$ cat src/rtl/tts_pkg.sv
// Constants, types and register map of the turn-off test sequencer
//==========================================================================
// Functional notes
// - One-shot press: clamp up, external gate on
// - Zero on-time holds armed state forever
// - Test starts about 2 s after release
// - Forward drive and internal supply start together
// - Forward ends on time or limit; reverse follows
// - One-shot reverse start drops all supplies
// - Continuous mode repeats at about 15 Hz
// - Continuous keeps clamp and external gate on
// - Continuous internal supply only during forward
// - Breakdown fires protection, drops supplies, halts
// - Breakdown lights lamp, bumps tally once
// - Seven-bit tally wraps after 63 to 00
// - Reset button clears the tally
// - Trigger pulse at each forward and reverse start
// - Breakdown raises the service request line
// - Current limit shortens stored on-time
package tts_pkg;

   //==========================================================================
   // Timing
   localparam int CLK_HZ        = 100_000_000;
   localparam int CLK_NS        = 10;
   localparam int START_DELAY_S = 2;
   localparam int START_CYC     = START_DELAY_S * CLK_HZ;
   localparam int REPEAT_HZ     = 15;
   localparam int REPEAT_CYC    = CLK_HZ / REPEAT_HZ;
   localparam int US_NS         = 1000;
   localparam int US_CYC        = US_NS / CLK_NS;

   //==========================================================================
   // Register offsets (byte addresses)
   localparam logic [7:0] OFF_CTRL     = 8'h00;
   localparam logic [7:0] OFF_ONTIME   = 8'h04;
   localparam logic [7:0] OFF_OFFTIME  = 8'h08;
   localparam logic [7:0] OFF_STATUS   = 8'h0C;
   localparam logic [7:0] OFF_TALLY    = 8'h10;
   localparam logic [7:0] OFF_IRQ_STAT = 8'h14;
   localparam logic [7:0] OFF_IRQ_MASK = 8'h18;

   //==========================================================================
   // Fields and reset values
   localparam int         CTRL_SHOT_BIT = 0;
   localparam int         IRQ_BRK_BIT   = 0;
   localparam int         IRQ_DONE_BIT  = 1;
   localparam int         IRQ_LIMIT_BIT = 2;
   localparam logic [7:0] ONTIME_RST    = 8'h00;
   localparam logic [7:0] OFFTIME_RST   = 8'h0A;
   localparam logic [2:0] IRQ_MASK_RST  = 3'h0;
   localparam logic [6:0] TALLY_MAX     = 7'h3F;

   //==========================================================================
   // Types
   typedef enum logic [2:0] {
      ST_IDLE  = 3'h0,
      ST_ARMED = 3'h1,
      ST_FWD   = 3'h2,
      ST_REV   = 3'h3,
      ST_GAP   = 3'h4,
      ST_HALT  = 3'h5
   } tts_state_t;

   typedef struct packed {
      logic clampEn;
      logic intSupplyEn;
      logic extSupplyGate;
      logic fwdDrive;
      logic revDrive;
      logic protectFire;
   } tts_drive_t;

endpackage : tts_pkg

$ cat src/rtl/tts_sequencer.sv
// Turn-off test sequencer with APB register access
//
// Our own choices: the address map and the APB interface to the registers.
`timescale 1ns/1ps
module tts_sequencer #(
   parameter int START_CYC  = tts_pkg::START_CYC,
   parameter int REPEAT_CYC = tts_pkg::REPEAT_CYC
) (
   input  wire logic              clk_sys,
   input  wire logic              rst_b,
   input  wire logic [7:0]        paddr,
   input  wire logic              psel,
   input  wire logic              penable,
   input  wire logic              pwrite,
   input  wire logic [31:0]       pwdata,
   output logic      [31:0]       prdata,
   output logic                   pready,
   output logic                   pslverr,
   input  wire logic              oneShotBtn,
   input  wire logic              contBtn,
   input  wire logic              tallyResetBtn,
   input  wire logic              curLimitHit,
   input  wire logic              breakdownDet,
   output tts_pkg::tts_drive_t    driveOut,
   output logic                   fwdTrig,
   output logic                   revTrig,
   output logic                   failureLamp,
   output logic                   srqOut,
   output logic      [6:0]        tallyCount,
   output logic                   irq
);

   //==========================================================================
   // Declarations
   tts_pkg::tts_state_t state_reg, state_next;
   logic        cont_reg, cont_next;
   logic [31:0] waitCnt_reg;
   logic [7:0]  usCnt_reg;
   logic [6:0]  divCnt_reg;
   logic        usTick;
   logic        shotPrev_reg, contPrev_reg;
   logic        shotPress, contPress, swShot;
   logic [7:0]  onTime_reg, offTime_reg;
   logic [2:0]  irqStat_reg, irqStat_next, irqMask_reg;
   logic        apbAccess, apbDone, apbWrite, unmapped;
   logic [31:0] rdData;
   logic        testing, fwdEnd, limitEnd, breakEvt, doneEvt;

   // Floor a duration at one microsecond so a zero never stalls a phase
   function automatic logic [7:0] atLeastOne(input logic [7:0] v);
      atLeastOne = (v == 8'h00) ? 8'h01 : v;
   endfunction : atLeastOne

   //==========================================================================
   // APB slave: one wait state so read data comes from a flop
   assign apbAccess = psel & penable;
   assign apbDone   = apbAccess & pready;
   assign apbWrite  = apbDone & pwrite & ~unmapped;

   // Address decode
   always_comb begin
      unmapped = 1'b0;
      rdData   = 32'h0000_0000;
      unique case (paddr)
         tts_pkg::OFF_CTRL:     rdData = 32'h0000_0000;
         tts_pkg::OFF_ONTIME:   rdData = {24'h00_0000, onTime_reg};
         tts_pkg::OFF_OFFTIME:  rdData = {24'h00_0000, offTime_reg};
         tts_pkg::OFF_STATUS:   rdData = {27'h000_0000, failureLamp, cont_reg, state_reg};
         tts_pkg::OFF_TALLY:    rdData = {25'h000_0000, tallyCount};
         tts_pkg::OFF_IRQ_STAT: rdData = {29'h0000_0000, irqStat_reg};
         tts_pkg::OFF_IRQ_MASK: rdData = {29'h0000_0000, irqMask_reg};
         default:               unmapped = 1'b1;
      endcase
   end

   // Ready, read data and error are captured in the first access cycle
   always_ff @(posedge clk_sys or negedge rst_b) begin
      if (!rst_b) begin
         pready  <= 1'b0;
         prdata  <= 32'h0000_0000;
         pslverr <= 1'b0;
      end else begin
         pready  <= apbAccess & ~pready;
         pslverr <= apbAccess & ~pready & unmapped;
         if (apbAccess && !pready) begin
            prdata <= pwrite ? 32'h0000_0000 : rdData;
         end
      end
   end

   // Writable settings; a current-limit cut overrides a same-cycle write
   always_ff @(posedge clk_sys or negedge rst_b) begin
      if (!rst_b) begin
         onTime_reg  <= tts_pkg::ONTIME_RST;
         offTime_reg <= tts_pkg::OFFTIME_RST;
         irqMask_reg <= tts_pkg::IRQ_MASK_RST;
      end else begin
         if (limitEnd) begin
            onTime_reg <= atLeastOne(usCnt_reg);
         end else if (apbWrite && paddr == tts_pkg::OFF_ONTIME) begin
            onTime_reg <= pwdata[7:0];
         end
         if (apbWrite && paddr == tts_pkg::OFF_OFFTIME) begin
            offTime_reg <= pwdata[7:0];
         end
         if (apbWrite && paddr == tts_pkg::OFF_IRQ_MASK) begin
            irqMask_reg <= pwdata[2:0];
         end
      end
   end

   assign swShot = apbWrite & (paddr == tts_pkg::OFF_CTRL) & pwdata[tts_pkg::CTRL_SHOT_BIT];

   //==========================================================================
   // Button edges and microsecond tick
   always_ff @(posedge clk_sys or negedge rst_b) begin
      if (!rst_b) begin
         shotPrev_reg <= 1'b0;
         contPrev_reg <= 1'b0;
      end else begin
         shotPrev_reg <= oneShotBtn;
         contPrev_reg <= contBtn;
      end
   end

   assign shotPress = (oneShotBtn & ~shotPrev_reg) | swShot;
   assign contPress = contBtn & ~contPrev_reg;

   // Free-running divider; phase error is below one microsecond
   always_ff @(posedge clk_sys or negedge rst_b) begin
      if (!rst_b) begin
         divCnt_reg <= 7'h00;
      end else if (usTick) begin
         divCnt_reg <= 7'h00;
      end else begin
         divCnt_reg <= divCnt_reg + 7'h01;
      end
   end

   assign usTick = (divCnt_reg == 7'(tts_pkg::US_CYC - 1));

   //==========================================================================
   // Sequencer
   assign testing  = (state_reg == tts_pkg::ST_ARMED) || (state_reg == tts_pkg::ST_FWD) ||
                     (state_reg == tts_pkg::ST_REV) || (state_reg == tts_pkg::ST_GAP);
   assign limitEnd = (state_reg == tts_pkg::ST_FWD) && curLimitHit && !breakdownDet &&
                     (usCnt_reg < onTime_reg) && !shotPress && !contPress;
   assign fwdEnd   = (usCnt_reg >= onTime_reg) || curLimitHit;
   assign breakEvt = testing && breakdownDet;
   assign doneEvt  = (state_reg == tts_pkg::ST_REV) && (state_next == tts_pkg::ST_IDLE);

   // Breakdown outranks button presses, which outrank the test sequence
   always_comb begin
      state_next = state_reg;
      cont_next  = cont_reg;
      if (breakEvt) begin
         state_next = tts_pkg::ST_HALT;
      end else if (contPress) begin
         state_next = tts_pkg::ST_GAP;
         cont_next  = 1'b1;
      end else if (shotPress) begin
         state_next = tts_pkg::ST_ARMED;
         cont_next  = 1'b0;
      end else begin
         unique case (state_reg)
            tts_pkg::ST_IDLE, tts_pkg::ST_HALT: state_next = state_reg;
            tts_pkg::ST_ARMED: begin
               if (onTime_reg != 8'h00 && !oneShotBtn &&
                   waitCnt_reg >= 32'(START_CYC - 1)) begin
                  state_next = tts_pkg::ST_FWD;
               end
            end
            tts_pkg::ST_FWD: begin
               if (fwdEnd) begin
                  state_next = tts_pkg::ST_REV;
               end
            end
            tts_pkg::ST_REV: begin
               if (usCnt_reg >= atLeastOne(offTime_reg)) begin
                  state_next = cont_reg ? tts_pkg::ST_GAP : tts_pkg::ST_IDLE;
               end
            end
            tts_pkg::ST_GAP: begin
               if (onTime_reg != 8'h00 && waitCnt_reg >= 32'(REPEAT_CYC - 1)) begin
                  state_next = tts_pkg::ST_FWD;
               end
            end
            default: state_next = tts_pkg::ST_IDLE;
         endcase
      end
   end

   // State and mode
   always_ff @(posedge clk_sys or negedge rst_b) begin
      if (!rst_b) begin
         state_reg <= tts_pkg::ST_IDLE;
         cont_reg  <= 1'b0;
      end else begin
         state_reg <= state_next;
         cont_reg  <= cont_next;
      end
   end

   // Cycle counter: from release in armed, from forward start when repeating
   always_ff @(posedge clk_sys or negedge rst_b) begin
      if (!rst_b) begin
         waitCnt_reg <= 32'h0000_0000;
      end else if ((state_next == tts_pkg::ST_ARMED && (oneShotBtn || swShot)) ||
                   (state_next != state_reg && (state_next == tts_pkg::ST_ARMED ||
                    state_next == tts_pkg::ST_FWD || state_reg == tts_pkg::ST_HALT ||
                    state_reg == tts_pkg::ST_IDLE))) begin
         waitCnt_reg <= 32'h0000_0000;
      end else if (waitCnt_reg != 32'hFFFF_FFFF) begin
         waitCnt_reg <= waitCnt_reg + 32'h0000_0001;
      end
   end

   // Pulse-width counter in microseconds, restarted at each phase change
   always_ff @(posedge clk_sys or negedge rst_b) begin
      if (!rst_b) begin
         usCnt_reg <= 8'h00;
      end else if (state_next != state_reg) begin
         usCnt_reg <= 8'h00;
      end else if (usTick && usCnt_reg != 8'hFF) begin
         usCnt_reg <= usCnt_reg + 8'h01;
      end
   end

   //==========================================================================
   // Drive outputs registered from the next state so they change with it
   always_ff @(posedge clk_sys or negedge rst_b) begin
      if (!rst_b) begin
         driveOut <= '0;
         fwdTrig  <= 1'b0;
         revTrig  <= 1'b0;
      end else begin
         driveOut.clampEn       <= (state_next == tts_pkg::ST_ARMED) ||
                                   (state_next == tts_pkg::ST_FWD) ||
                                   (cont_next && (state_next == tts_pkg::ST_REV ||
                                    state_next == tts_pkg::ST_GAP));
         driveOut.extSupplyGate <= (state_next == tts_pkg::ST_ARMED) ||
                                   (state_next == tts_pkg::ST_FWD) ||
                                   (cont_next && (state_next == tts_pkg::ST_REV ||
                                    state_next == tts_pkg::ST_GAP));
         driveOut.intSupplyEn   <= (state_next == tts_pkg::ST_FWD);
         driveOut.fwdDrive      <= (state_next == tts_pkg::ST_FWD);
         driveOut.revDrive      <= (state_next == tts_pkg::ST_REV);
         driveOut.protectFire   <= (state_next == tts_pkg::ST_HALT);
         fwdTrig <= (state_next == tts_pkg::ST_FWD) && (state_reg != tts_pkg::ST_FWD);
         revTrig <= (state_next == tts_pkg::ST_REV) && (state_reg != tts_pkg::ST_REV);
      end
   end

   //==========================================================================
   // Failure reporting: lamp and service request last until a new start
   always_ff @(posedge clk_sys or negedge rst_b) begin
      if (!rst_b) begin
         failureLamp <= 1'b0;
         srqOut      <= 1'b0;
      end else if (breakEvt) begin
         failureLamp <= 1'b1;
         srqOut      <= 1'b1;
      end else if (shotPress || contPress) begin
         failureLamp <= 1'b0;
         srqOut      <= 1'b0;
      end
   end

   // Tally; a breakdown coinciding with the reset button still counts
   always_ff @(posedge clk_sys or negedge rst_b) begin
      if (!rst_b) begin
         tallyCount <= 7'h00;
      end else if (tallyResetBtn) begin
         tallyCount <= breakEvt ? 7'h01 : 7'h00;
      end else if (breakEvt) begin
         tallyCount <= (tallyCount == tts_pkg::TALLY_MAX) ? 7'h00 :
                       tallyCount + 7'h01;
      end
   end

   //==========================================================================
   // Interrupts: sticky, cleared by reading, new events win over the clear
   always_comb begin
      irqStat_next = irqStat_reg;
      if (apbDone && !pwrite && paddr == tts_pkg::OFF_IRQ_STAT) begin
         irqStat_next = 3'h0;
      end
      irqStat_next[tts_pkg::IRQ_BRK_BIT]   = irqStat_next[tts_pkg::IRQ_BRK_BIT] | breakEvt;
      irqStat_next[tts_pkg::IRQ_DONE_BIT]  = irqStat_next[tts_pkg::IRQ_DONE_BIT] | doneEvt;
      irqStat_next[tts_pkg::IRQ_LIMIT_BIT] = irqStat_next[tts_pkg::IRQ_LIMIT_BIT] | limitEnd;
   end

   always_ff @(posedge clk_sys or negedge rst_b) begin
      if (!rst_b) begin
         irqStat_reg <= 3'h0;
         irq         <= 1'b0;
      end else begin
         irqStat_reg <= irqStat_next;
         irq         <= |(irqStat_next & irqMask_reg);
      end
   end

   //==========================================================================
   // Assertions
   a_fwd_trig_edge: assert property (@(posedge clk_sys) disable iff (!rst_b)
      $rose(driveOut.fwdDrive) |-> fwdTrig && driveOut.intSupplyEn ##1 !fwdTrig)
      else $error("forward start without single trigger pulse");

   a_rev_trig_edge: assert property (@(posedge clk_sys) disable iff (!rst_b)
      $rose(driveOut.revDrive) |-> revTrig ##1 !revTrig)
      else $error("reverse start without single trigger pulse");

   a_int_supply_fwd: assert property (@(posedge clk_sys) disable iff (!rst_b)
      driveOut.intSupplyEn |-> driveOut.fwdDrive)
      else $error("internal supply on outside forward pulse");

   a_halt_all_off: assert property (@(posedge clk_sys) disable iff (!rst_b)
      breakEvt |=> driveOut.protectFire && !driveOut.clampEn && !driveOut.intSupplyEn &&
                   !driveOut.extSupplyGate && !driveOut.fwdDrive && !driveOut.revDrive)
      else $error("supplies not dropped after breakdown");

   a_tally_wrap: assert property (@(posedge clk_sys) disable iff (!rst_b)
      breakEvt && !tallyResetBtn && tallyCount == 7'h3F |=> tallyCount == 7'h00)
      else $error("tally did not wrap from 63 to 0");

   a_tally_step: assert property (@(posedge clk_sys) disable iff (!rst_b)
      breakEvt && !tallyResetBtn && tallyCount != 7'h3F
      |=> tallyCount == $past(tallyCount) + 7'h01 && failureLamp && srqOut)
      else $error("breakdown not counted or reported");

   a_zero_hold: assert property (@(posedge clk_sys) disable iff (!rst_b)
      state_reg == tts_pkg::ST_ARMED && onTime_reg == 8'h00 && !breakdownDet &&
      !shotPress && !contPress |=> state_reg == tts_pkg::ST_ARMED)
      else $error("armed state left with zero on-time");

   a_cont_supplies: assert property (@(posedge clk_sys) disable iff (!rst_b)
      cont_reg && (state_reg == tts_pkg::ST_GAP || state_reg == tts_pkg::ST_REV)
      |-> driveOut.clampEn && driveOut.extSupplyGate)
      else $error("clamp or gate dropped in continuous mode");

   a_shot_rev_off: assert property (@(posedge clk_sys) disable iff (!rst_b)
      driveOut.revDrive && !cont_reg |-> !driveOut.clampEn && !driveOut.extSupplyGate)
      else $error("supplies left on during one-shot reverse");

   a_limit_shorten: assert property (@(posedge clk_sys) disable iff (!rst_b)
      limitEnd |=> onTime_reg == atLeastOne($past(usCnt_reg)) && driveOut.revDrive)
      else $error("current limit did not shorten on-time");

   a_tally_clear: assert property (@(posedge clk_sys) disable iff (!rst_b)
      tallyResetBtn && !breakEvt |=> tallyCount == 7'h00)
      else $error("tally not cleared by reset button");

endmodule : tts_sequencer

$ cat config.mk
export PLATFORM = sky130hd
export DESIGN_NAME = tts_sequencer
export DESIGN_NICKNAME = d
export VERILOG_FILES = /design/src/rtl/tts_pkg.sv /design/src/rtl/tts_sequencer.sv
export SDC_FILE = /design/constraint.sdc
export NUM_CORES = 1
export LEC_CHECK = 0
export BUFFER_PORTS_ARGS = -buffer_cell sky130_fd_sc_hd__buf_2
export CAP_MARGIN = 5
export CORE_MARGIN = 2
export CORE_UTILIZATION = 30
export DETAILED_ROUTE_END_ITERATION = 12
export GPL_ROUTABILITY_DRIVEN = 1
export MAX_ROUTING_LAYER = met4
export PLACE_DENSITY = 0.54
export REMOVE_ABC_BUFFERS = 1
export SYNTH_ARGS = -nofsm -noshare
export SYNTH_HDL_FRONTEND = slang
export SYNTH_SLANG_ARGS = --single-unit
$ cat constraint.sdc
create_clock -name clk_sys -period 3.8 [get_ports clk_sys]
set_input_delay 0.76 -clock clk_sys [delete_from_list [all_inputs] [get_ports clk_sys]]
set_output_delay 0.76 -clock clk_sys [all_outputs]
set_load 0.05 [all_outputs]
Word-level counts from Yosys, hierarchy flattened --
Cells that the tools add are included.
Word-level totals: flip-flop bits (word level) 124, latch bits 0, bits in writable memories 0, memory bits (read-only) 0, input bits 50, output and inout bits 52, word-level logic and storage cells 158, memories 0
Operators by class: $add $sub $neg 4, multipliers 0, divide/modulo/power cells 0, magnitude comparators 5, eq/ne operators 23, shift-type cells 0, mux-type cells 31, bitwise logic cells 18, reduce and logical (&&, ||, !) cells 54
Operators with widths (number):
- $mux 32 | 3
- $mux 8 | 6
- $pmux 8 s6 | 1
- $add 32x1->32 const B | 1
- $ge 32x23->1 const B | 1
- $ge 32x28->1 const B | 1
- $ne 32x32->1 const B | 1
- $mux 7 | 4
- $mux 3 | 9
- $eq 8x5->1 const B | 3
- $logic_not 8->1 | 3
- $logic_and 1x1->1 | 22
- $eq 8x4->1 const B | 2
- $ge 8x8->1 | 2
- $pmux 3 s5 | 1
- $add 7x1->7 const B | 2
- $eq 3x2->1 const B | 4
- $eq 3x3->1 const B | 4
- $logic_or 1x1->1 | 12
- $and 1x1->1 | 10
- $reduce_bool 2->1 | 5
- $add 8x1->8 const B | 1
- $eq 8x3->1 const B | 1
- $lt 8x8->1 | 1
- other kinds (16) | 35

Depth between registers and ports, before layout --
Gate-level depths: netlist of run 1.
depth after elaboration 17, mapped depth 14, mapped depth without buffers 13

Worst setup path after synthesis of run 1 --
No wires, ideal clock.
kind input port to flip-flop, from input port paddr[5], to register irq, arrival 3.003 ns, required time 3.673 ns, slack 0.670 ns, stages 11, path buffers 2, cell sequence or4_1 -> or2_1 -> buf_6 -> o31ai_4 -> nor2_2 -> a41oi_2 -> buf_6 -> nor2_2 -> a32o_2 -> a222oi_1 -> inv_1
On the way: cells in the longest elaborated chain, start to end 14, elaborated cells on any way between the ends 27, those cells by class 6 x eq/ne; 4 x mux; 8 x bitwise; 9 x reduce/logical
RTL lines:
- start, declared | RTL line tts_sequencer.sv:11 | input wire logic [7:0] paddr,
- $eq 8x3->1, or another cell as far along | RTL line tts_sequencer.sv:64 | unique case (paddr)
- $reduce_or 7->1 (no line)
- $and 1x1->1 | RTL line tts_sequencer.sv:58 | assign apbWrite = apbDone & pwrite & ~unmapped;
- $and 1x1->1 (*) (2 in series) | RTL line tts_sequencer.sv:112 | assign swShot = apbWrite & (paddr == tts_pkg::OFF_CTRL) & pwdata[tts_pkg::CTRL_SHOT_BIT];
- $or 1x1->1 (*) | RTL line tts_sequencer.sv:126 | assign shotPress = (oneShotBtn & ~shotPrev_reg) | swShot;
- $mux 3 (*) | RTL line tts_sequencer.sv:161 | end else if (shotPress) begin
- $mux 3 (*) | RTL line tts_sequencer.sv:158 | end else if (contPress) begin
- $mux 3 (*) | RTL line tts_sequencer.sv:156 | if (breakEvt) begin
- via state_next[0] | RTL line tts_sequencer.sv:35 | tts_pkg::tts_state_t state_reg, state_next;
- $logic_not 3->1 (*) | RTL line tts_sequencer.sv:150 | assign doneEvt = (state_reg == tts_pkg::ST_REV) && (state_next == tts_pkg::ST_IDLE);
- $logic_and 1x1->1 (*) | RTL line tts_sequencer.sv:150
- $or 1x1->1 (*) | RTL line tts_sequencer.sv:289 | irqStat_next[tts_pkg::IRQ_DONE_BIT] = irqStat_next[tts_pkg::IRQ_DONE_BIT] | doneEvt;
- via irqStat_next[1] | RTL line tts_sequencer.sv:44 | logic [2:0] irqStat_reg, irqStat_next, irqMask_reg;
- $and 3x3->3 (*) | RTL line tts_sequencer.sv:299 | irq <= |(irqStat_next & irqMask_reg);
- $reduce_or 3->1 (*) | RTL line tts_sequencer.sv:299
- end signal, assigned | RTL line tts_sequencer.sv:299
- end, declared | RTL line tts_sequencer.sv:30 | output logic irq
Mark *: on every way through the listed nets, which the timed path passes. The rest lies on a longest branch. A chain may end at the register's enable or synchronous reset.

Worst setup path after layout of run 1 --
from register offTime_reg[4], to register irq
On the way: cells in the longest elaborated chain, start to end 13
RTL lines:
- start, declared | RTL line tts_sequencer.sv:43 | logic [7:0] onTime_reg, offTime_reg;
- start signal, assigned | RTL line tts_sequencer.sv:95 | offTime_reg <= tts_pkg::OFFTIME_RST;
- start signal, assigned | RTL line tts_sequencer.sv:104 | offTime_reg <= pwdata[7:0];
- $logic_not 8->1 | RTL line tts_sequencer.sv:51 | atLeastOne = (v == 8'h00) ? 8'h01 : v;
- $mux 8 (*) | RTL line tts_sequencer.sv:51
- $ge 8x8->1 (*) | RTL line tts_sequencer.sv:179 | if (usCnt_reg >= atLeastOne(offTime_reg)) begin
- $mux 3 (*) | RTL line tts_sequencer.sv:179
- $pmux 3 s5 (*) | RTL line tts_sequencer.sv:165 | unique case (state_reg)
- $mux 3 (*) | RTL line tts_sequencer.sv:161
- $mux 3 (*) | RTL line tts_sequencer.sv:158
- $mux 3 (*) | RTL line tts_sequencer.sv:156
- via state_next[1] | RTL line tts_sequencer.sv:35
- $logic_not 3->1 (*) | RTL line tts_sequencer.sv:150
- $logic_and 1x1->1 (*) | RTL line tts_sequencer.sv:150
- $or 1x1->1 (*) | RTL line tts_sequencer.sv:289
- via irqStat_next[1] | RTL line tts_sequencer.sv:44
- $and 3x3->3 (*) | RTL line tts_sequencer.sv:299
- $reduce_or 3->1 (*) | RTL line tts_sequencer.sv:299
Marked as above.

==> flow_metrics.tcl, run 1 <==
set metrics [dict create \
    cts_setup_buffers 0 \
    area_growth_pct 13.6 \
    max_stage_delay_ns 0.43 \
    met2_length_um 6450 \
    initial_core_util 0.306 \
    syn_avg_cell_area_sq_um 9.16 \
    cts_hold_buf 0 \
    layout-drive-gt1-share 0.183 \
    top_layer "met4" \
    post-dp-hpwl_um 10400 \
    critical_path_class "flop to flop" \
    rows 51 \
    die_w_um 145 \
    viasPerCell 4.88 \
    path_clk_slew_ns 0.08 \
    p_per_area_nw_per_um2 394 \
    timing.rr.end "irq" \
    cts_buffers 9 \
    track_usage 0.141 \
    n_antenna_cell 0 \
    nets 778 \
    fmax_mhz 279 \
    swShare 0.347 \
    rsz0062_at_grt "false" \
    yosysTopAreaCellShare 0.411 \
    antenna_left 0 \
    drt-pass1-iter-count 4 \
    drt-initial-drc-count 329 \
    layout_common_cells "dfrtp_1, nor2_1, nand2_1" \
    holdWs_ns 0.460 \
    fin_crit_sh 0.942 \
    seqPwrFrac 0.441 \
    power_uw 2670 \
    syn_inst 651 \
    vias 4755 \
    reg2reg_slack_ns 0.22 \
    wl_met1_um 6930 \
    p_comb_frac 0.222 \
    path_cells "nor4_1 > a41o_1 > ha_1 > nand2b_1 > a21oi_1 > o31ai_1 > buf_4 > or2_2 > a41o_2 > inv_1 > nor2_2 > a32o_2 > a222oi_1 > inv_1" \
    cp_max_fo 13 \
    final_common_cell "dfrtp_1" \
    p_leak_uw 0.00298 \
    core-area_sq_um 19500 \
    report.final.hold_viol_count 0 \
    final_area_sq_um 6770 \
    die_h_um 145 \
    outcome "finished clean" \
    startpoint_type "flop" \
    synth_area_sq_um 5960 \
    hold_class "flop to flop" \
    yosys_warnings 0 \
    ir_worst_vdd_mv 0.199 \
    gp_congestion 0.831 \
    root_buffer "clkbuf_16" \
    clkSinkCount 100 \
    ys_seq_area_frac 0.420 \
    first_global_vias 4602 \
    yosysUniqueCellTypes 69 \
    drv_cap 0 \
    clk_latency_ns 0.36 \
    synth-async-reset-ratio 1.00 \
    slew_violations 0 \
    fillers 2061 \
    boundaryPins 102 \
    ys_ff_latch 100 \
    cp_data_arrival_time_ns 3.82 \
    fin_tns_setup_ns 0 \
    grt_pass1_wl_um 23600 \
    place_area_sq_um 6480 \
    slew_headroom 0.467 \
    cp_slowest_cell "dfrtp_1" \
    rr_startpoint "offTime_reg[4]" \
    worstRegToRegCells 14 \
    die_area_sq_um 21000 \
    final.min_clock_period_ns 3.58 \
    power.switching_uw 926 \
    antenna_found_initial 0 \
    finalSetupViolCount 0 \
    cts_max_level 3 \
    cp-startpoint "offTime_reg[4]" \
    cp-endpoint "irq" \
    drcViolationCount 0 \
    skew_ns 0.0112 \
    cp.required_ns 4.04 \
    synth_edf_count 0 \
    largest_reg_flops 32 \
    grt.overflow.total 0 \
    cts_tree "done" \
    p_clk_frac 0.337 \
    synth_top_area_cell "dfrtp_1" \
    worst_setup_path_end_kind "flop" \
    wl_met3_um 524 \
    wl_um 14000 \
    timing.critical_path.mode_cell "inv_1" \
    portBuffers 53 \
    cts_buffer_depth 2 \
    intPower_uw 1740 \
    wl_per_cell_um 14.4 \
    grt_max_degree 60 \
    synthFlopType "dfrtp_1" \
    synth_area_leaders "dfrtp_1, nor2_1, ha_1" \
    max_slew.worst_pin.slew_ns 0.790 \
]
[area by class of cell]
| type | count | area [sq um] | share of cell area |
|---|---|---|---|
| multi-input combinational | 491 | 3110 | 0.459 |
| timing repair buffer | 70 | 420 | 0.0621 |
| tap | 265 | 332 | 0.0489 |
| inverter | 33 | 124 | 0.0183 |
| clock inverter | 7 | 61.3 | 0.00905 |
| sequential | 100 | 2500 | 0.370 |
| clock buffer | 9 | 225 | 0.0332 |
[layer usage]
metal  up-vias  GRT usage
met5         -          -
met4         0     0.0322
met2        82      0.211
met1      2322      0.197
met3         6     0.0292
li1       2345          -
[synth_stat cells (13+ instances only)]
library cell and n:
a21oi_1 32, xor2_1 24, nand2_1 56, dfrtp_1 98
ha_1 23, nor2_1 78, nand4_1 15, nor2_2 13
nand3_1 25, o21ai_0 23, xnor2_1 20, nor3_1 19
buf_4 27, inv_1 33
[how the worst min path moves through the flow]
| stage | cells after the start | start | slack [ns] | to |
|---|---|---|---|---|
| 2_1_floorplan | 1 | divCnt_reg[0] | 0.43 | divCnt_reg[0] |
| 3_3_place_gp | 1 | divCnt_reg[0] | 0.45 | divCnt_reg[0] |
| 3_5_place_dp | 1 | divCnt_reg[0] | 0.46 | divCnt_reg[0] |
| 4_1_cts | 1 | divCnt_reg[0] | 0.47 | divCnt_reg[0] |
| 5_1_grt | 1 | divCnt_reg[0] | 0.49 | divCnt_reg[0] |
| 6_report | 1 | divCnt_reg[0] | 0.46 | divCnt_reg[0] |
[power groups by stage]
stage                     registers [uW]  logic [uW]  clock network (uW)
after floorplan                     1270         311                   0
after global placement              1200         592                   0
after detailed placement            1200         596                   0
after CTS                           1180         598                 931
after global routing                1190         656                 980
final                               1180         593                 898
[repair_timing]
item,4_1_cts,5_1_grt
hold endpoints to repair,0,0
resized for setup,0,1
endpoints found under the setup margin,0,29
[logic make-up (layout without fill, tap and decap cells)]
group / after synthesis / after routing / synth area share
AND/OR/NAND/NOR: 266 / 266 / 0.222
AO/OA/AOI/OAI: 112 / 112 / 0.129
flip-flops: 100 / 100 / 0.420
buffers and inverters: 83 / 119 / 0.0766
XOR/XNOR: 44 / 44 / 0.0646
adder cells (fa/ha/maj): 23 / 23 / 0.0482
multiplexers: 22 / 22 / 0.0392
other: 1 / 24 / 0.000629
[through the flow]
stage / instances / setup slack (ns) / utilization
final: 975 / 0.220 / 0.348
after global routing: 975 / 0.0268 / 0.348
after global placement: 959 / 0.154 / 0.333
after detailed placement: 959 / 0.204 / 0.333
after CTS: 975 / 0.206 / 0.347
after floorplan: 624 / 0.0702 / -
[critical path, delay by kind of cell, from the launching register on]
kind | cells | cell delay, ns
flip-flops | 1 | 0.43
AO/OA/AOI/OAI | 6 | 1.57
AND/OR/NAND/NOR | 4 | 0.90
buffers and inverters | 3 | 0.36
adder cells (fa/ha/maj) | 1 | 0.21
Power figures use the tool's default switching activity.
==> run 2, diff against run 1 <==
Settings changed: CELL_PAD_IN_SITES_DETAIL_PLACEMENT set to 2, CELL_PAD_IN_SITES_GLOBAL_PLACEMENT set to 2, PLACE_DENSITY 0.54 to 0.77.
==> flow_metrics.tcl, run 2 (same netlist as run 1, synthesis figures left out) <==
set metrics [dict create \
    outcome "finished clean" \
    hold_class "input pin to async pin" \
    n_antenna_cell 0 \
    largest_reg_flops 32 \
    cts_tree "done" \
    clk_latency_ns 0.36 \
    initial_core_util 0.306 \
    final.min_clock_period_ns 3.55 \
    cp-startpoint "offTime_reg[4]" \
    critical_path_class "flop to flop" \
    wl_per_cell_um 18.9 \
    track_usage 0.187 \
    ir_worst_vdd_mv 0.207 \
    reg2reg_slack_ns 0.25 \
    first_global_vias 5711 \
    cp_data_arrival_time_ns 3.85 \
    rr_startpoint "offTime_reg[4]" \
    cp.required_ns 4.09 \
    cp_max_fo 32 \
    rsz0062_at_grt "false" \
    gp_congestion 0.850 \
    cts_buffer_depth 2 \
    die_h_um 145 \
    drt-initial-drc-count 212 \
    die_area_sq_um 21000 \
    fin_crit_sh 0.935 \
    fmax_mhz 281 \
    antenna_left 0 \
    layout-drive-gt1-share 0.183 \
    drcViolationCount 0 \
    skew_ns 0.00891 \
    core-area_sq_um 19500 \
    wl_um 18400 \
    grt_pass1_wl_um 30800 \
    p_leak_uw 0.00300 \
    p_per_area_nw_per_um2 419 \
    startpoint_type "flop" \
    portBuffers 53 \
    power.switching_uw 957 \
    cts_setup_buffers 0 \
    place_area_sq_um 6460 \
    area_growth_pct 14.2 \
    top_layer "met4" \
    worstRegToRegCells 14 \
    slew_violations 0 \
    antenna_found_initial 0 \
    finalSetupViolCount 0 \
    drt-pass1-iter-count 4 \
    cts_max_level 3 \
    final_common_cell "dfrtp_1" \
    intPower_uw 1900 \
    die_w_um 145 \
    dp_cells 959 \
    cts_buffers 9 \
    p_comb_frac 0.217 \
    max_slew.worst_pin.slew_ns 0.770 \
    vias 5000 \
    timing.rr.end "waitCnt_reg[15]" \
    root_buffer "clkbuf_16" \
    path_clk_slew_ns 0.07 \
    met2_length_um 9660 \
    worst_setup_path_end_kind "flop" \
    layoutNonFillerInstCount 975 \
    wl_met3_um 429 \
    post-dp-hpwl_um 13800 \
    slew_headroom 0.482 \
    finish.utilization 0.350 \
    report.final.hold_viol_count 0 \
    fin_tns_setup_ns 0 \
    layout_common_cells "dfrtp_1, nor2_1, nand2_1" \
    grt.overflow.total 0 \
    boundaryPins 102 \
    grt_max_degree 44 \
    p_clk_frac 0.369 \
    swShare 0.335 \
    rows 51 \
    wl_met1_um 8010 \
    nets 778 \
    clkSinkCount 100 \
    viasPerCell 5.13 \
    seqPwrFrac 0.414 \
    final_area_sq_um 6810 \
    drv_cap 0 \
]
==> run 2: cell count changes in the layout (fill, tap and decap cells not counted), sizes merged <==
cell    delta
clkinv     -2
clkbuf     +2
bufinv     +2
inv        -2
==> run 2: power by group through the flow <==
stage	sequential [uW]	combinational (uW)	clock, uW
final	1180	619	1050
after global routing	1190	676	1120
after CTS	1180	625	1080
after detailed placement	1200	619	0
after global placement	1200	590	0
after floorplan	1270	311	0
==> run 2: routing by layer <==
metal  track usage  vias up
met5             -        -
met4        0.0594        0
met3        0.0280       21
met2         0.331       69
met1         0.219     2580
li1              -     2330
==> run 2: worst max path at each step <==
stage	endpoint	cells past startpoint
3_3_place_gp	waitCnt_reg[0]	12
2_1_floorplan	waitCnt_reg[0]	8
5_1_grt	waitCnt_reg[15]	14
4_1_cts	irq	14
3_5_place_dp	waitCnt_reg[15]	12
6_report	waitCnt_reg[15]	14
==> run 2: area by class of cell <==
class                           count  area [sq um]
Clock inverter                      5          83.8
Fill cell                        2183         12700
Multi-Input combinational cell    491          3110
Clock buffer                       11           253
Inverter                           33           124
Tap cell                          265           332
Sequential cell                   100          2500
Timing Repair Buffer               70           408
==> run 2: critical path, cell delays in order, from the launching register on <==
cell       delay, ns
dfrtp_1         0.43
nor4_1          0.34
a41o_1          0.22
ha_1            0.22
nand2b_1        0.15
a21oi_1         0.14
o31ai_1         0.12
buf_4           0.16
or2_2           0.31
a41oi_2         0.35
o21ai_0         0.18
a2111oi_2       0.38
o21ai_2         0.11
buf_12          0.18
nor2_1          0.14
==> run 2: what timing repair did <==
action                     CTS  global route
hold buffers                 0             0
gates resized for setup      0             1
setup endpoints to repair    0             1
==> run 2: through the flow <==
step | setup WS [ns] | power [uW] | hold slack [ns]
CTS | 0.209 | 2880 | 0.425
floorplan | 0.0702 | 1580 | 0.432
global route | 0.0149 | 2990 | 0.442
detailed placement | 0.0930 | 1820 | 0.469
global placement | 0.185 | 1790 | 0.446
finish | 0.247 | 2850 | 0.400
==> run 3, diff against run 2 <==
Settings changed: CORE_UTILIZATION 30 to 35, PLACE_DENSITY 0.77 to 0.87, REMOVE_ABC_BUFFERS 1 to not set.
==> flow_metrics.tcl, run 3 (same netlist as run 1, synthesis figures left out) <==
set metrics [dict create \
    outcome "finished clean" \
    final_area_sq_um 6730 \
    rr_startpoint "offTime_reg[4]" \
    portBuffers 53 \
    nets 775 \
    area_growth_pct 12.8 \
    viasPerCell 5.44 \
    path_clk_slew_ns 0.07 \
    layout_common_cells "dfrtp_1, nor2_1, nand2_1" \
    boundaryPins 102 \
    antenna_left 0 \
    worst_setup_path_end_kind "flop" \
    fmax_mhz 283 \
    register_area_sq_um 2500 \
    wl_um 19000 \
    rsz0062_at_grt "false" \
    track_usage 0.226 \
    core-area_sq_um 16600 \
    clkSinkCount 100 \
    p_leak_uw 0.00299 \
    path_cells "nor4_2 > a41o_1 > ha_1 > nand2b_1 > a21oi_1 > o31ai_1 > buf_4 > or2_2 > a41o_2 > inv_1 > nor2_2 > a32o_2 > a222oi_1 > inv_1" \
    rows 47 \
    slew_violations 0 \
    wl_per_cell_um 20.4 \
    drv_cap 0 \
    critical_path_buf_inv_count 3 \
    hold_class "flop to flop" \
    cp_slowest_cell "dfrtp_1" \
    die_area_sq_um 18100 \
    layout-drive-gt1-share 0.181 \
    multiInputGateArea_sq_um 3100 \
    post-dp-hpwl_um 13800 \
    drt-pass1-iter-count 4 \
    critical_path_class "flop to flop" \
    die_w_um 135 \
    grt_pass1_wl_um 31100 \
    skew_ns 0.0121 \
    place_area_sq_um 6380 \
    timing.critical_path.mode_cell "inv_1" \
    final.min_clock_period_ns 3.53 \
    cts_tree "done" \
    cp_data_arrival_time_ns 3.78 \
    drt-initial-drc-count 232 \
    cts_setup_buffers 0 \
    cp-endpoint "irq" \
    clk_latency_ns 0.36 \
    power_uw 2840 \
    cp_max_fo 8 \
    cts_max_level 3 \
    cp-startpoint "offTime_reg[4]" \
    max_slew.worst_pin.slew_ns 1.03 \
    grt.overflow.total 0 \
    slew_headroom 0.310 \
    finalSetupViolCount 0 \
    worstRegToRegCells 14 \
    n_antenna_cell 0 \
    fin_tns_setup_ns 0 \
    ir_worst_vdd_mv 0.262 \
    critPathTopFamily "compound AO/OA/AOI/OAI gates" \
    vias 5047 \
    reg2reg_slack_ns 0.27 \
    antenna_found_initial 0 \
    cts_buffer_depth 2 \
    fin_crit_sh 0.930 \
    drcViolationCount 0 \
    timing.rr.end "irq" \
    grt_max_degree 59 \
    initial_core_util 0.358 \
    final_common_cell "dfrtp_1" \
    worst-path-stages 14 \
    first_global_vias 5780 \
    cts_buffers 9 \
    die_h_um 135 \
    largest_reg_flops 32 \
    p_per_area_nw_per_um2 422 \
    gp_congestion 0.829 \
    max_stage_delay_ns 0.45 \
    startpoint_type "flop" \
    root_buffer "clkbuf_16" \
    fillers 1827 \
    report.final.hold_viol_count 0 \
    cp.required_ns 4.04 \
]
==> run 3: changes by cell type in the layout (fill, tap and decap cells not counted) <==
| cell | before | now |
|---|---|---|
| clkinv_4 | 1 | 0 |
| inv_6 | 0 | 1 |
| nor4_1 | 11 | 10 |
| clkinv_2 | 0 | 1 |
| nor4_2 | 2 | 3 |
| a41o_4 | 1 | 0 |
| clkinvlp_4 | 2 | 1 |
| a41o_2 | 0 | 1 |
| buf_4 | 17 | 14 |
==> run 3: worst min path at each step <==
stage                              from       endpoint  slack (ns)  depth (start not counted)
after floorplan           divCnt_reg[0]  divCnt_reg[0]        0.43                          1
after global placement    divCnt_reg[0]  divCnt_reg[0]        0.44                          1
after detailed placement  divCnt_reg[0]  divCnt_reg[0]        0.46                          1
after CTS                 divCnt_reg[0]  divCnt_reg[0]        0.47                          1
after global routing      divCnt_reg[0]  divCnt_reg[0]        0.50                          1
final                     divCnt_reg[0]  divCnt_reg[0]        0.46                          1
==> run 3: cell type report <==
cell class	count	area share
clock buffers	11	0.0376
clock inverters	5	0.0121
inverters	33	0.0184
multi-input cells	491	0.461
flip-flops and latches	100	0.372
well taps	220	0.0409
repair buffers	67	0.0573
==> run 3: repair_timing <==
| item | 4_1_cts | 5_1_grt |
|---|---|---|
| hold buffers | 0 | 0 |
| setup endpoints to repair | 0 | 33 |
| gates resized for setup | 0 | 1 |
==> run 3: metal layers <==
layer	wire length [um]	track usage
met2	10300	0.399
met4	295	0.0678
met5	0	-
met1	7920	0.264
met3	474	0.0390
==> run 3: worst register-to-register path, cell delays in order, from the launching register on <==
cell and delay [ns]:
dfrtp_1 0.45, nor4_2 0.30, a41o_1 0.22, ha_1 0.23, nand2b_1 0.16, a21oi_1 0.17, o31ai_1 0.11, buf_4 0.16
or2_2 0.31, a41o_2 0.34, inv_1 0.13, nor2_2 0.07, a32o_2 0.30, a222oi_1 0.39, inv_1 0.08
==> run 3: report_power, final <==
group | internal, uW | switching, uW
logic | 172 | 445
clock network | 615 | 428
registers | 1110 | 70.4
total | 1900 | 943
==> run 3: metrics by stage <==
step	worst slack (ns)	instances	utilization	hold slack, ns
final	0.265	927	0.404	0.462
after global routing	0.0654	927	0.404	0.503
after CTS	0.287	927	0.404	0.467
after detailed placement	0.146	911	0.384	0.457
after global placement	0.231	911	0.384	0.444
after floorplan	0.670	674	-	0.432
